<file path="config.mk">
export PLATFORM = sky130hd
export DESIGN_NAME = sfrb_bank
export DESIGN_NICKNAME = d
export VERILOG_FILES = /design/src/hw/sfrb_pkg.sv /design/src/hw/sfrb_flag_if.sv /design/src/hw/sfrb_flag_calc.sv /design/src/hw/sfrb_bank.sv
export SDC_FILE = /design/constraint.sdc
export NUM_CORES = 1
export LEC_CHECK = 0
export BUFFER_PORTS_ARGS = -buffer_cell sky130_fd_sc_hd__buf_2
export CORE_MARGIN = 1.5
export CORE_UTILIZATION = 40
export CTS_CLUSTER_SIZE = 20
export DETAILED_ROUTE_END_ITERATION = 8
export HOLD_SLACK_MARGIN = 0.1
export PLACE_DENSITY_LB_ADDON = 0.1
export SYNTH_ARGS = -nofsm -noshare
export SYNTH_HDL_FRONTEND = slang
export SYNTH_SLANG_ARGS = --single-unit
</file>
<file path="constraint.sdc">
create_clock -name ref_clk -period 5 [get_ports ref_clk]
set_input_delay 0 -clock ref_clk [delete_from_list [all_inputs] [get_ports ref_clk]]
set_output_delay 0 -clock ref_clk [all_outputs]
set_load 0.05 [all_outputs]
</file>
<file path="src/hw/sfrb_pkg.sv">
package sfrb_pkg;
   // full upper-bank addresses, bit 7 set
   localparam logic [7:0] ADDR_INDIRECT = 8'h80;
   localparam logic [7:0] ADDR_OPTION = 8'h81;
   localparam logic [7:0] ADDR_PC_LOW = 8'h82;
   localparam logic [7:0] ADDR_STATUS = 8'h83;
   localparam logic [7:0] ADDR_POINTER = 8'h84;
   localparam logic [7:0] ADDR_PORTA_DIR = 8'h85;
   localparam logic [7:0] ADDR_PORTB_DIR = 8'h86;
   localparam logic [7:0] ADDR_PORTC_DIR = 8'h87;
   localparam logic [7:0] ADDR_PC_LATCH = 8'h8A;
   localparam logic [7:0] ADDR_INT_CTRL = 8'h8B;
   localparam logic [7:0] ADDR_PERIPH_IE = 8'h8C;
   localparam logic [7:0] ADDR_RESET_CAUSE = 8'h8E;
   localparam logic [7:0] ADDR_T2_PERIOD = 8'h92;
   localparam logic [7:0] ADDR_SSP_ADDR = 8'h93;
   localparam logic [7:0] ADDR_SSP_STATE = 8'h94;
   localparam logic [7:0] ADDR_ANALOG_CFG = 8'h9F;
   localparam logic BANK1_FLAG = 1'h1;
   localparam logic [1:0] BANK1_CODE = 2'h1;
   // status bit positions
   localparam int ST_IND_BANK = 7;
   localparam int ST_BANK_HIGH = 6;
   localparam int ST_BANK_LOW = 5;
   localparam int ST_WDOG = 4;
   localparam int ST_SLEEP = 3;
   localparam int ST_ZERO = 2;
   localparam int ST_NIB = 1;
   localparam int ST_CARRY = 0;
   // reset-cause bit positions
   localparam int RC_BROWNOUT = 0;
   localparam int RC_POWERON = 1;
   // reset values
   localparam logic [7:0] RST_STATUS_POR = 8'h18;
   localparam logic [7:0] RST_OPTION = 8'hFF;
   localparam logic [7:0] RST_DIR = 8'hFF;
   localparam logic [7:0] RST_T2_PERIOD = 8'hFF;
   localparam logic [7:0] RST_ZERO = 8'h00;
   localparam logic [1:0] RST_CAUSE_POR = 2'h0;
   // implemented-bit masks and widths; MASK_INT_KEEP is the int-ctrl bits kept on an rst_req reset, reset_n clears them all
   localparam logic [7:0] MASK_PERIPH_IE = 8'h4F;
   localparam logic [7:0] MASK_INT_KEEP = 8'h01;
   localparam int PC_HIGH_W = 5;
   localparam int SSP_CTRL_W = 2;
   localparam int SSP_FLAG_W = 6;
   localparam int ANALOG_W = 3;
   localparam int CAUSE_W = 2;

   typedef enum logic [2:0] {OP_NONE, OP_ADD, OP_SUB, OP_LOGIC, OP_CLEAR} sfrb_op_e;
   typedef enum logic [1:0] {RK_BROWNOUT, RK_EXT_PIN, RK_WATCHDOG} sfrb_rst_e;
endpackage

</file>
<file path="src/hw/sfrb_flag_if.sv">
`timescale 1ns/100ps
interface sfrb_flag_if;
   import sfrb_pkg::*;
   sfrb_op_e op;
   logic [7:0] a;
   logic [7:0] b;
   logic [7:0] result;
   logic z;
   logic dc;
   logic c;
   // which of z, dc, c the instruction drives, same order
   logic [2:0] touched;
   modport calc(input op, a, b, result, output z, dc, c, touched);
   modport user(output op, a, b, result, input z, dc, c, touched);
endinterface

</file>
<file path="src/hw/sfrb_flag_calc.sv">
`timescale 1ns/100ps
module sfrb_flag_calc
   import sfrb_pkg::*;
(
   sfrb_flag_if.calc fl
);
   logic [7:0] b_eff;
   logic cin;
   logic [8:0] sum;
   logic [4:0] nib_sum;

   always_comb begin
      b_eff = fl.b;
      cin = 1'b0;
      if (fl.op == OP_SUB) begin
         b_eff = ~fl.b;
         cin = 1'b1;
      end
      sum = {1'b0, fl.a} + {1'b0, b_eff} + {8'h00, cin};
      nib_sum = {1'b0, fl.a[3:0]} + {1'b0, b_eff[3:0]} + {4'h0, cin};
      fl.c = sum[8];
      fl.dc = nib_sum[4];
      case (fl.op)
         OP_ADD, OP_SUB: begin
            fl.z = (sum[7:0] == 8'h00);
            fl.touched = 3'h7;
         end
         OP_LOGIC: begin
            fl.z = (fl.result == 8'h00);
            fl.touched = 3'h4;
         end
         OP_CLEAR: begin
            fl.z = 1'b1;
            fl.touched = 3'h4;
         end
         default: begin
            fl.z = 1'b0;
            fl.touched = 3'h0;
         end
      endcase
   end
endmodule

</file>
<file path="src/hw/sfrb_bank.sv">
`timescale 1ns/100ps
module sfrb_bank
   import sfrb_pkg::*;
#(
   parameter int PORTA_W = 6
)
(
   input wire logic ref_clk,
   input wire logic reset_n,
   input wire logic rst_req,
   input wire sfrb_rst_e rst_kind,
   input wire logic sleep_exec,
   input wire logic clrwdt_exec,
   input wire logic wdt_timeout,
   input wire logic [6:0] file_addr,
   input wire logic file_rd,
   input wire logic file_wr,
   input wire logic [7:0] file_wdata,
   input wire logic alu_valid,
   input wire sfrb_op_e alu_op,
   input wire logic [7:0] alu_a,
   input wire logic [7:0] alu_b,
   input wire logic [7:0] alu_result,
   input wire logic [7:0] pc_low,
   input wire logic [SSP_FLAG_W-1:0] ssp_flags,
   output logic [7:0] rd_data_ff,
   output logic rd_hit_ff,
   output logic [7:0] status_ff,
   output logic [7:0] option_ff,
   output logic [7:0] pointer_ff,
   output logic [PORTA_W-1:0] port_a_dir_ff,
   output logic [7:0] port_b_dir_ff,
   output logic [7:0] port_c_dir_ff,
   output logic [PC_HIGH_W-1:0] pc_latch_ff,
   output logic pc_load_ff,
   output logic [12:0] pc_target_ff,
   output logic [7:0] int_ctrl_ff,
   output logic [7:0] periph_ie_ff,
   output logic [CAUSE_W-1:0] reset_cause_ff,
   output logic [7:0] t2_period_ff,
   output logic [7:0] ssp_addr_ff,
   output logic [SSP_CTRL_W-1:0] ssp_ctrl_ff,
   output logic [ANALOG_W-1:0] analog_cfg_ff
);
   generate
      if (PORTA_W < 1 || PORTA_W > 8) begin : g_bad_width
         $error("PORTA_W must be 1 to 8");
      end
   endgenerate

   sfrb_flag_if fl ();

   logic is_common;
   logic in_bank1;
   logic sel;
   logic [7:0] eff_addr;
   logic [7:0] nxt_rd_data;
   logic nxt_rd_hit;
   logic [7:0] nxt_status;
   logic st_wr;

   assign fl.op = alu_valid ? alu_op : OP_NONE;
   assign fl.a = alu_a;
   assign fl.b = alu_b;
   assign fl.result = alu_result;

   sfrb_flag_calc u_calc (
      .fl(fl)
   );

   always_comb begin
      case (file_addr)
         7'h00, 7'h02, 7'h03, 7'h04, 7'h0A, 7'h0B: is_common = 1'b1;
         default: is_common = 1'b0;
      endcase
   end

   assign in_bank1 = (status_ff[ST_BANK_HIGH:ST_BANK_LOW] == BANK1_CODE);
   assign sel = is_common || in_bank1;
   assign eff_addr = {BANK1_FLAG, file_addr};
   assign st_wr = file_wr && sel && (eff_addr == ADDR_STATUS);

   function automatic logic wr_at(input logic [7:0] a);
      wr_at = file_wr && sel && (eff_addr == a);
   endfunction

   always_comb begin
      nxt_status = status_ff;
      if (st_wr) begin
         nxt_status[ST_IND_BANK:ST_BANK_LOW] = file_wdata[ST_IND_BANK:ST_BANK_LOW];
         if (!fl.touched[2]) nxt_status[ST_ZERO] = file_wdata[ST_ZERO];
         if (!fl.touched[1]) nxt_status[ST_NIB] = file_wdata[ST_NIB];
         if (!fl.touched[0]) nxt_status[ST_CARRY] = file_wdata[ST_CARRY];
      end
      if (fl.touched[2]) nxt_status[ST_ZERO] = fl.z;
      if (fl.touched[1]) nxt_status[ST_NIB] = fl.dc;
      if (fl.touched[0]) nxt_status[ST_CARRY] = fl.c;
      if (clrwdt_exec) begin
         nxt_status[ST_WDOG] = 1'b1;
         nxt_status[ST_SLEEP] = 1'b1;
      end
      if (sleep_exec) begin
         nxt_status[ST_WDOG] = 1'b1;
         nxt_status[ST_SLEEP] = 1'b0;
      end
      if (wdt_timeout) nxt_status[ST_WDOG] = 1'b0;
      if (rst_req) begin
         nxt_status[ST_IND_BANK:ST_BANK_LOW] = 3'h0;
         // a write or alu result in the reset cycle is dropped, flags stay as they were except on brown-out, which loads RST_STATUS_POR
         nxt_status[ST_ZERO:ST_CARRY] = status_ff[ST_ZERO:ST_CARRY];
         case (rst_kind)
            RK_BROWNOUT: nxt_status = RST_STATUS_POR;
            RK_WATCHDOG: nxt_status[ST_WDOG] = 1'b0;
            default: nxt_status = nxt_status;
         endcase
      end
   end

   always_ff @(posedge ref_clk or negedge reset_n) begin
      if (!reset_n) begin
         status_ff <= RST_STATUS_POR;
      end else begin
         status_ff <= nxt_status;
      end
   end

   always_ff @(posedge ref_clk or negedge reset_n) begin
      if (!reset_n) begin
         pc_latch_ff <= '0;
         pc_load_ff <= 1'b0;
         pc_target_ff <= '0;
      end else if (rst_req) begin
         pc_latch_ff <= '0;
         pc_load_ff <= 1'b0;
         pc_target_ff <= '0;
      end else begin
         pc_load_ff <= wr_at(ADDR_PC_LOW);
         if (wr_at(ADDR_PC_LOW)) pc_target_ff <= {pc_latch_ff, file_wdata};
         if (wr_at(ADDR_PC_LATCH)) pc_latch_ff <= file_wdata[PC_HIGH_W-1:0];
      end
   end

   always_ff @(posedge ref_clk or negedge reset_n) begin
      if (!reset_n) begin
         port_a_dir_ff <= '1;
         port_b_dir_ff <= RST_DIR;
         port_c_dir_ff <= RST_DIR;
      end else if (rst_req) begin
         port_a_dir_ff <= '1;
         port_b_dir_ff <= RST_DIR;
         port_c_dir_ff <= RST_DIR;
      end else begin
         if (wr_at(ADDR_PORTA_DIR)) port_a_dir_ff <= file_wdata[PORTA_W-1:0];
         if (wr_at(ADDR_PORTB_DIR)) port_b_dir_ff <= file_wdata;
         if (wr_at(ADDR_PORTC_DIR)) port_c_dir_ff <= file_wdata;
      end
   end

   always_ff @(posedge ref_clk or negedge reset_n) begin
      if (!reset_n) begin
         option_ff <= RST_OPTION;
         t2_period_ff <= RST_T2_PERIOD;
      end else if (rst_req) begin
         option_ff <= RST_OPTION;
         t2_period_ff <= RST_T2_PERIOD;
      end else begin
         if (wr_at(ADDR_OPTION)) option_ff <= file_wdata;
         if (wr_at(ADDR_T2_PERIOD)) t2_period_ff <= file_wdata;
      end
   end

   always_ff @(posedge ref_clk or negedge reset_n) begin
      if (!reset_n) begin
         int_ctrl_ff <= RST_ZERO;
         periph_ie_ff <= RST_ZERO;
         ssp_addr_ff <= RST_ZERO;
         ssp_ctrl_ff <= '0;
         analog_cfg_ff <= '0;
      end else if (rst_req) begin
         int_ctrl_ff <= int_ctrl_ff & MASK_INT_KEEP;
         periph_ie_ff <= RST_ZERO;
         ssp_addr_ff <= RST_ZERO;
         ssp_ctrl_ff <= '0;
         analog_cfg_ff <= '0;
      end else begin
         if (wr_at(ADDR_INT_CTRL)) int_ctrl_ff <= file_wdata;
         if (wr_at(ADDR_PERIPH_IE)) periph_ie_ff <= file_wdata & MASK_PERIPH_IE;
         if (wr_at(ADDR_SSP_ADDR)) ssp_addr_ff <= file_wdata;
         if (wr_at(ADDR_SSP_STATE)) ssp_ctrl_ff <= file_wdata[7:8-SSP_CTRL_W];
         if (wr_at(ADDR_ANALOG_CFG)) analog_cfg_ff <= file_wdata[ANALOG_W-1:0];
      end
   end

   // pointer is unknown at power-up, zero chosen; kept on other resets
   always_ff @(posedge ref_clk or negedge reset_n) begin
      if (!reset_n) begin
         pointer_ff <= RST_ZERO;
      end else if (wr_at(ADDR_POINTER) && !rst_req) begin
         pointer_ff <= file_wdata;
      end
   end

   // cause bits, hardware clear beats software set
   always_ff @(posedge ref_clk or negedge reset_n) begin
      if (!reset_n) begin
         reset_cause_ff <= RST_CAUSE_POR;
      end else if (rst_req && rst_kind == RK_BROWNOUT) begin
         reset_cause_ff[RC_BROWNOUT] <= 1'b0;
      end else if (wr_at(ADDR_RESET_CAUSE) && !rst_req) begin
         reset_cause_ff <= file_wdata[CAUSE_W-1:0];
      end
   end

   always_comb begin
      nxt_rd_data = 8'h00;
      nxt_rd_hit = sel;
      case (eff_addr)
         ADDR_OPTION: nxt_rd_data = option_ff;
         ADDR_PC_LOW: nxt_rd_data = pc_low;
         ADDR_STATUS: nxt_rd_data = status_ff;
         ADDR_POINTER: nxt_rd_data = pointer_ff;
         ADDR_PORTA_DIR: nxt_rd_data = 8'(port_a_dir_ff);
         ADDR_PORTB_DIR: nxt_rd_data = port_b_dir_ff;
         ADDR_PORTC_DIR: nxt_rd_data = port_c_dir_ff;
         ADDR_PC_LATCH: nxt_rd_data = 8'(pc_latch_ff);
         ADDR_INT_CTRL: nxt_rd_data = int_ctrl_ff;
         ADDR_PERIPH_IE: nxt_rd_data = periph_ie_ff;
         ADDR_RESET_CAUSE: nxt_rd_data = 8'(reset_cause_ff);
         ADDR_T2_PERIOD: nxt_rd_data = t2_period_ff;
         ADDR_SSP_ADDR: nxt_rd_data = ssp_addr_ff;
         ADDR_SSP_STATE: nxt_rd_data = {ssp_ctrl_ff, ssp_flags};
         ADDR_ANALOG_CFG: nxt_rd_data = 8'(analog_cfg_ff);
         // indirect slot is resolved by the core, not a register here
         default: nxt_rd_hit = 1'b0;
      endcase
      if (!sel) nxt_rd_data = 8'h00;
   end

   always_ff @(posedge ref_clk or negedge reset_n) begin
      if (!reset_n) begin
         rd_data_ff <= 8'h00;
         rd_hit_ff <= 1'b0;
      end else begin
         rd_data_ff <= file_rd ? nxt_rd_data : 8'h00;
         rd_hit_ff <= file_rd && nxt_rd_hit;
      end
   end

   logic hw_quiet;
   assign hw_quiet = !rst_req && !sleep_exec && !clrwdt_exec && !wdt_timeout;
endmodule

</file>
; ---- Word level (Yosys, flattened, before mapping)
; Index checks and enable logic that the tools add are counted.
[word_totals]
ff_bits = 113
latchBits = 0
ram_bits = 0
romBits = 0
input_bits = 67
output_inout_bits = 113
word_cells = 156
mem_count = 0
[classes]
n_addsub = 4
multipliers = 0
div_mod_pow = 0
n_lt_le_gt_ge = 0
n_eq_ne = 22
shift = 0
n_mux = 51
n_bitwise = 3
reduce_logical = 52
[op_table]
columns = op, n
row1 = 8-bit 2-to-1 mux, 18
row2 = 8-bit case mux with 15 select lines, 1
row3 = 7-bit by 3-bit equality test with 1-bit output (second input constant), 4
row4 = 7-bit by 4-bit equality test with 1-bit output (second input constant), 4
row5 = 7-bit by 5-bit equality test with 1-bit output (second input constant), 4
row6 = 2-bit nonzero test, 14
row7 = 13-bit 2-to-1 mux, 2
row8 = 1-bit logical AND, 20
row9 = 8-bit zero test, 2
row10 = 3-bit 2-to-1 mux, 5
row11 = 15-bit OR reduction, 1
row12 = 7-bit by 2-bit equality test with 1-bit output (second input constant), 2
row13 = 1-bit 2-to-1 mux, 13
row14 = 6-bit 2-to-1 mux, 2
row15 = 5-bit 2-to-1 mux, 2
row16 = 2-bit AND reduction, 5
row17 = 8-bit by 8-bit adder with 9-bit output, 1
row18 = 9-bit by 1-bit adder with 9-bit output, 1
row19 = 3-bit nonzero test, 3
row20 = 2-bit 2-to-1 mux, 4
row21 = 8-bit NOT, 1
row22 = 7-bit by 1-bit equality test with 1-bit output (second input constant), 1
row23 = 7-bit zero test, 1
row24 = 3-bit by 2-bit equality test with 1-bit output (second input constant), 2
row25 = 17 further kinds, 19

; ---- Depth between registers and ports, before layout
[depth]
ltp_word = 9
mapped_depth = 10
mapped_depth_nobuf = 9

; ---- By module
; Synthesis repeated with hierarchy kept, for this count alone.
[unflattened]
hier_cells = 687
area_unflattened_um2 = 6354.8
[modules_own_cells]
columns = mod, n_inst, cells_per_inst, area_per_inst_um2, seq_area_each_um2
row1 = sfrb_bank, 1, 622, 5844.4, 2802.7
row2 = sfrb_flag_calc, 1, 65, 510.5, 0.0

; ---- Worst setup path before layout
; OpenSTA, ideal clock, no wires.
[synth_timing]
path_kind = input to register
start = in alu_op[2]
end = reg status_ff[2]
setup_ns = 0.083
arrival_time_ns = 2.224
t_required_ns = 4.917
setup_slack_ns = 2.693
stages = 10
path_buffers = 2
path_cell_list = nor4bb_1 -> clkbuf_1 -> xor2_1 -> ha_1 -> clkbuf_1 -> and3_1 -> a2111oi_0 -> o32a_1 -> o2111ai_1 -> o21ai_0
[synth_via]
elab_chain_len = 9
elab_cells_between_ends = 20
classes_between = add/sub: 2 / eq/ne: 4 / mux: 9 / reduce/logical: 5
[synth_rtl]
columns = item, line_no
row1 = "start, declared", sfrb_bank.sv:20  ; input wire sfrb_op_e alu_op,
row2 = 3-bit 2-to-1 mux *, sfrb_bank.sv:62  ; assign fl.op = alu_valid ? alu_op : OP_NONE;
row3 = 3-bit by 2-bit equality test with 1-bit output, "sfrb_flag_calc.sv:15, sfrb_flag_calc.sv:23"
row4 = 8-bit 2-to-1 mux, sfrb_flag_calc.sv:15  ; if (fl.op == OP_SUB) begin
row5 = 8-bit by 8-bit adder with 9-bit output, sfrb_flag_calc.sv:19  ; sum = {1'b0, fl.a} + {1'b0, b_eff} + {8'h00, cin};
row6 = 9-bit by 1-bit adder with 9-bit output, sfrb_flag_calc.sv:19
row7 = 8-bit zero test, sfrb_flag_calc.sv:25  ; fl.z = (sum[7:0] == 8'h00);
row8 = 1-bit case mux with 3 select lines, sfrb_flag_calc.sv:23  ; case (fl.op)
row9 = 1-bit 2-to-1 mux, sfrb_bank.sv:95  ; if (fl.touched[2]) nxt_status[ST_ZERO] = fl.z;
row10 = 8-bit 2-to-1 mux, sfrb_bank.sv:107  ; if (rst_req) begin
row11 = "end signal, assigned", sfrb_bank.sv:123  ; status_ff <= nxt_status;
row12 = "end, declared", sfrb_bank.sv:28  ; output logic [7:0] status_ff,
; Every way passes the cells marked *; elsewhere a longest branch is shown, timed or not. The select of a mux whose other input is x is not followed.
; A chain may end at the register's enable or synchronous reset.

; ---- Worst setup path in the final report
; Ends and elaborated chain as after synthesis.

==> run metrics <==
IO Pins 180; Core Util, Final 50.2%; Synth Instances 633; Tcrit/Tclk final 60.7%; setup violators final 0; most common cell after layout, fill and taps aside buf_2; WL/cell 22.6 um; Fin Clk Skew 0.00729 ns; P&R area growth vs syn 22.4%; DRT Pass-1 Iters 5; largest net degree at the start of global routing 62; critical path launch point type input pin; Initial Utilization 41.0%; combined area of the multi-input logic cells 3200 um^2; RSZ-0062 raised after global routing no; Worst-Margin Slew 1.14 ns; Congestion Overflow GR 0; Finished Layout Cells 987; crit path kind in2reg; Reg power frac 48.6%; via/cell ratio 5.88; die area 16400 um^2; Total GRT Usage 27.2%; Clock H-tree levels 3; Psw 535 uW; M1 WL 9740 um; Final Max Slew Viols 0; Synth Register Bits 110; Antenna Violating Nets Remaining 0; clock root cell clkbuf_16; antenna fix cells 0; Placer Congestion 0.962; Post-Syn Area per Cell 9.86 um^2; top routing layer used met4; WL final 22300 um; final hold slack 0.105 ns; CTS tree built; first-pass GRT wire length 33600 um; share of post-route cells with drive strength above 1 33.0%; Cells after DPL 954; initial drt markers 477; number of global-route vias before repair 5566; CTS Sinks 110; Leakage 3.78 nW; internal power 1.34 mW; post-CTS setup buffer count 0; Post-synth EDFFs 0; CP Capture Type flip-flop; worst endpoint data arrival time 3.26 ns; drc violations 0; peak supply drop 158 uV; CTS clk-pin slew, worst paths 0.07 ns; overall via count from detail_route 5807; Data required, critical path 5.23 ns; Critical Path Fanout Max 12; CTS buffer count 9; clock share of power 36.4%; wire length on met2 10600 um; core area 15200 um^2; most frequent cells in the layout buf_2, nand2_1, dfrtp_1; Unique masters post-synth 70; DP HPWL 16000 um; outcome complete, no violations; MaxCap Viol Count 0; Routed met3 length 1470 um; worst hold path type in2reg; ys flop type dfrtp_1; Seq/Total Area, Yosys 44.9%; Nets 871; die outline width 128 um; Sw Ratio 28.5%; Final Hold Viols 0; Yosys Warn Count 0; Final min period 3.03 ns; Fmax 330 MHz; post-synthesis async set-or-reset flop share 100%; clk_lat worst skew 0.36 ns; Max clock buf depth 2; Worst slew margin 22.8%; Synth Cell Area 6240 um^2; register area 2800 um^2; pwr/cell area 245 nW/um^2; Total Power 1.87 mW; Setup TNS 0 ns; Die Ht 128 um; share of total power in combinational logic 15.0%; FILL cells 1467; count of input and output buffers 176; # rows 45; antenna violations before repair 0
sequential cells by signal (all words and copies together) (netlist names):
register	cells
pc_target_ff	13
int_ctrl_ff	8
option_ff	8
pointer_ff	8
port_b_dir_ff	8
port_c_dir_ff	8
rd_data_ff	8
ssp_addr_ff	8
status_ff	8
t2_period_ff	8
port_a_dir_ff	6
pc_latch_ff	5
periph_ie_ff	5
analog_cfg_ff	3
reset_cause_ff	2
ssp_ctrl_ff	2
pc_load_ff	1
rd_hit_ff	1
metal layers:
metal	vias up	track usage [%]
met5	-	0
met4	0	8.59
met1	2892	37.1
met3	30	4.76
met2	255	44.2
li1	2630	-
cell type report:
cell class	instances	share of cell area, %
inverter	8	0.393
clock buffer	12	3.23
clock inverter	4	0.295
sequential	110	36.7
tap	188	3.08
timing repair buffer	199	14.4
multi-input combinational	466	41.9
critical path: stages:
cell and delay (ns):
buf_2 0.13, nor4bb_2 0.98, xor2_1 0.15, ha_1 0.46, and3_1 0.24, a2111oi_0 0.78, o221ai_1 0.28, nand3_1 0.15
o21ai_0 0.09
final timing paths:
check / from / endpoint / slack (ns) / depth (start not counted)
setup / recovery: alu_op[2] / status_ff[2] / 1.97 / 9
hold reg to reg: pc_target_ff[1] / pc_target_ff[1] / 0.52 / 2
setup reg to reg: status_ff[0] / rd_data_ff[0] / 3.10 / 4
min in group asynchronous: reset_n / rd_data_ff[5] / 0.22 / 2
max in group asynchronous: reset_n / rd_data_ff[3] / 3.52 / 3
hold / removal: file_wdata[1] / pc_target_ff[1] / 0.10 / 3
Yosys cell counts, types with 5 or more instances:
cell,instances,area [um^2]
nor2b_1,8,50.1
and2_1,6,37.5
clkbuf_1,34,128
a22oi_1,13,97.6
dfstp_2,40,1050
a221oi_1,5,43.8
inv_1,7,26.3
mux2i_1,68,681
o211ai_2,5,62.6
and3_1,12,75.1
a31oi_1,6,37.5
a22o_1,9,78.8
a32o_1,5,50.1
nand3b_1,5,37.5
a21oi_1,30,150
dfrtp_1,70,1750
o21ai_0,15,75.1
o2111ai_1,5,43.8
buf_2,9,45.0
xor2_1,9,78.8
nor2_1,42,158
mux2_2,15,169
ha_1,9,113
nand2_1,81,304
nor3_1,8,40.0
nand3_1,31,155
power groups by stage:
stage          registers (mW)  logic (mW)  clock network, mW
4_1_cts                 0.910       0.277              0.689
2_1_floorplan           0.952       0.130                  0
6_report                0.910       0.281              0.683
5_1_grt                 0.911       0.301              0.728
3_5_place_dp            0.926       0.265                  0
3_3_place_gp            0.925       0.258                  0
cell families after synthesis:
family / Yosys count / synth area share, %
multiplexers: 84 / 13.8
adder cells (fa/ha/maj): 10 / 2.13
buffers and inverters: 59 / 4.03
other: 1 / 0.0601
AND/OR/NAND/NOR: 227 / 17.9
XOR/XNOR: 10 / 1.40
AO/OA/AOI/OAI: 132 / 15.7
flip-flops: 110 / 44.9
through the flow:
step / setup slack (ns) / area, um^2
floorplan: 2.69 / 6250
global placement: 2.07 / 7200
detailed placement: 1.78 / 7200
CTS: 2.15 / 7630
global route: 1.82 / 7630
finish: 1.97 / 7630
timing repair:
item	CTS	global route
hold buffers	17	0
hold endpoints to repair	100	0
gates resized for setup	0	0
Power figures use the tool's default switching activity.
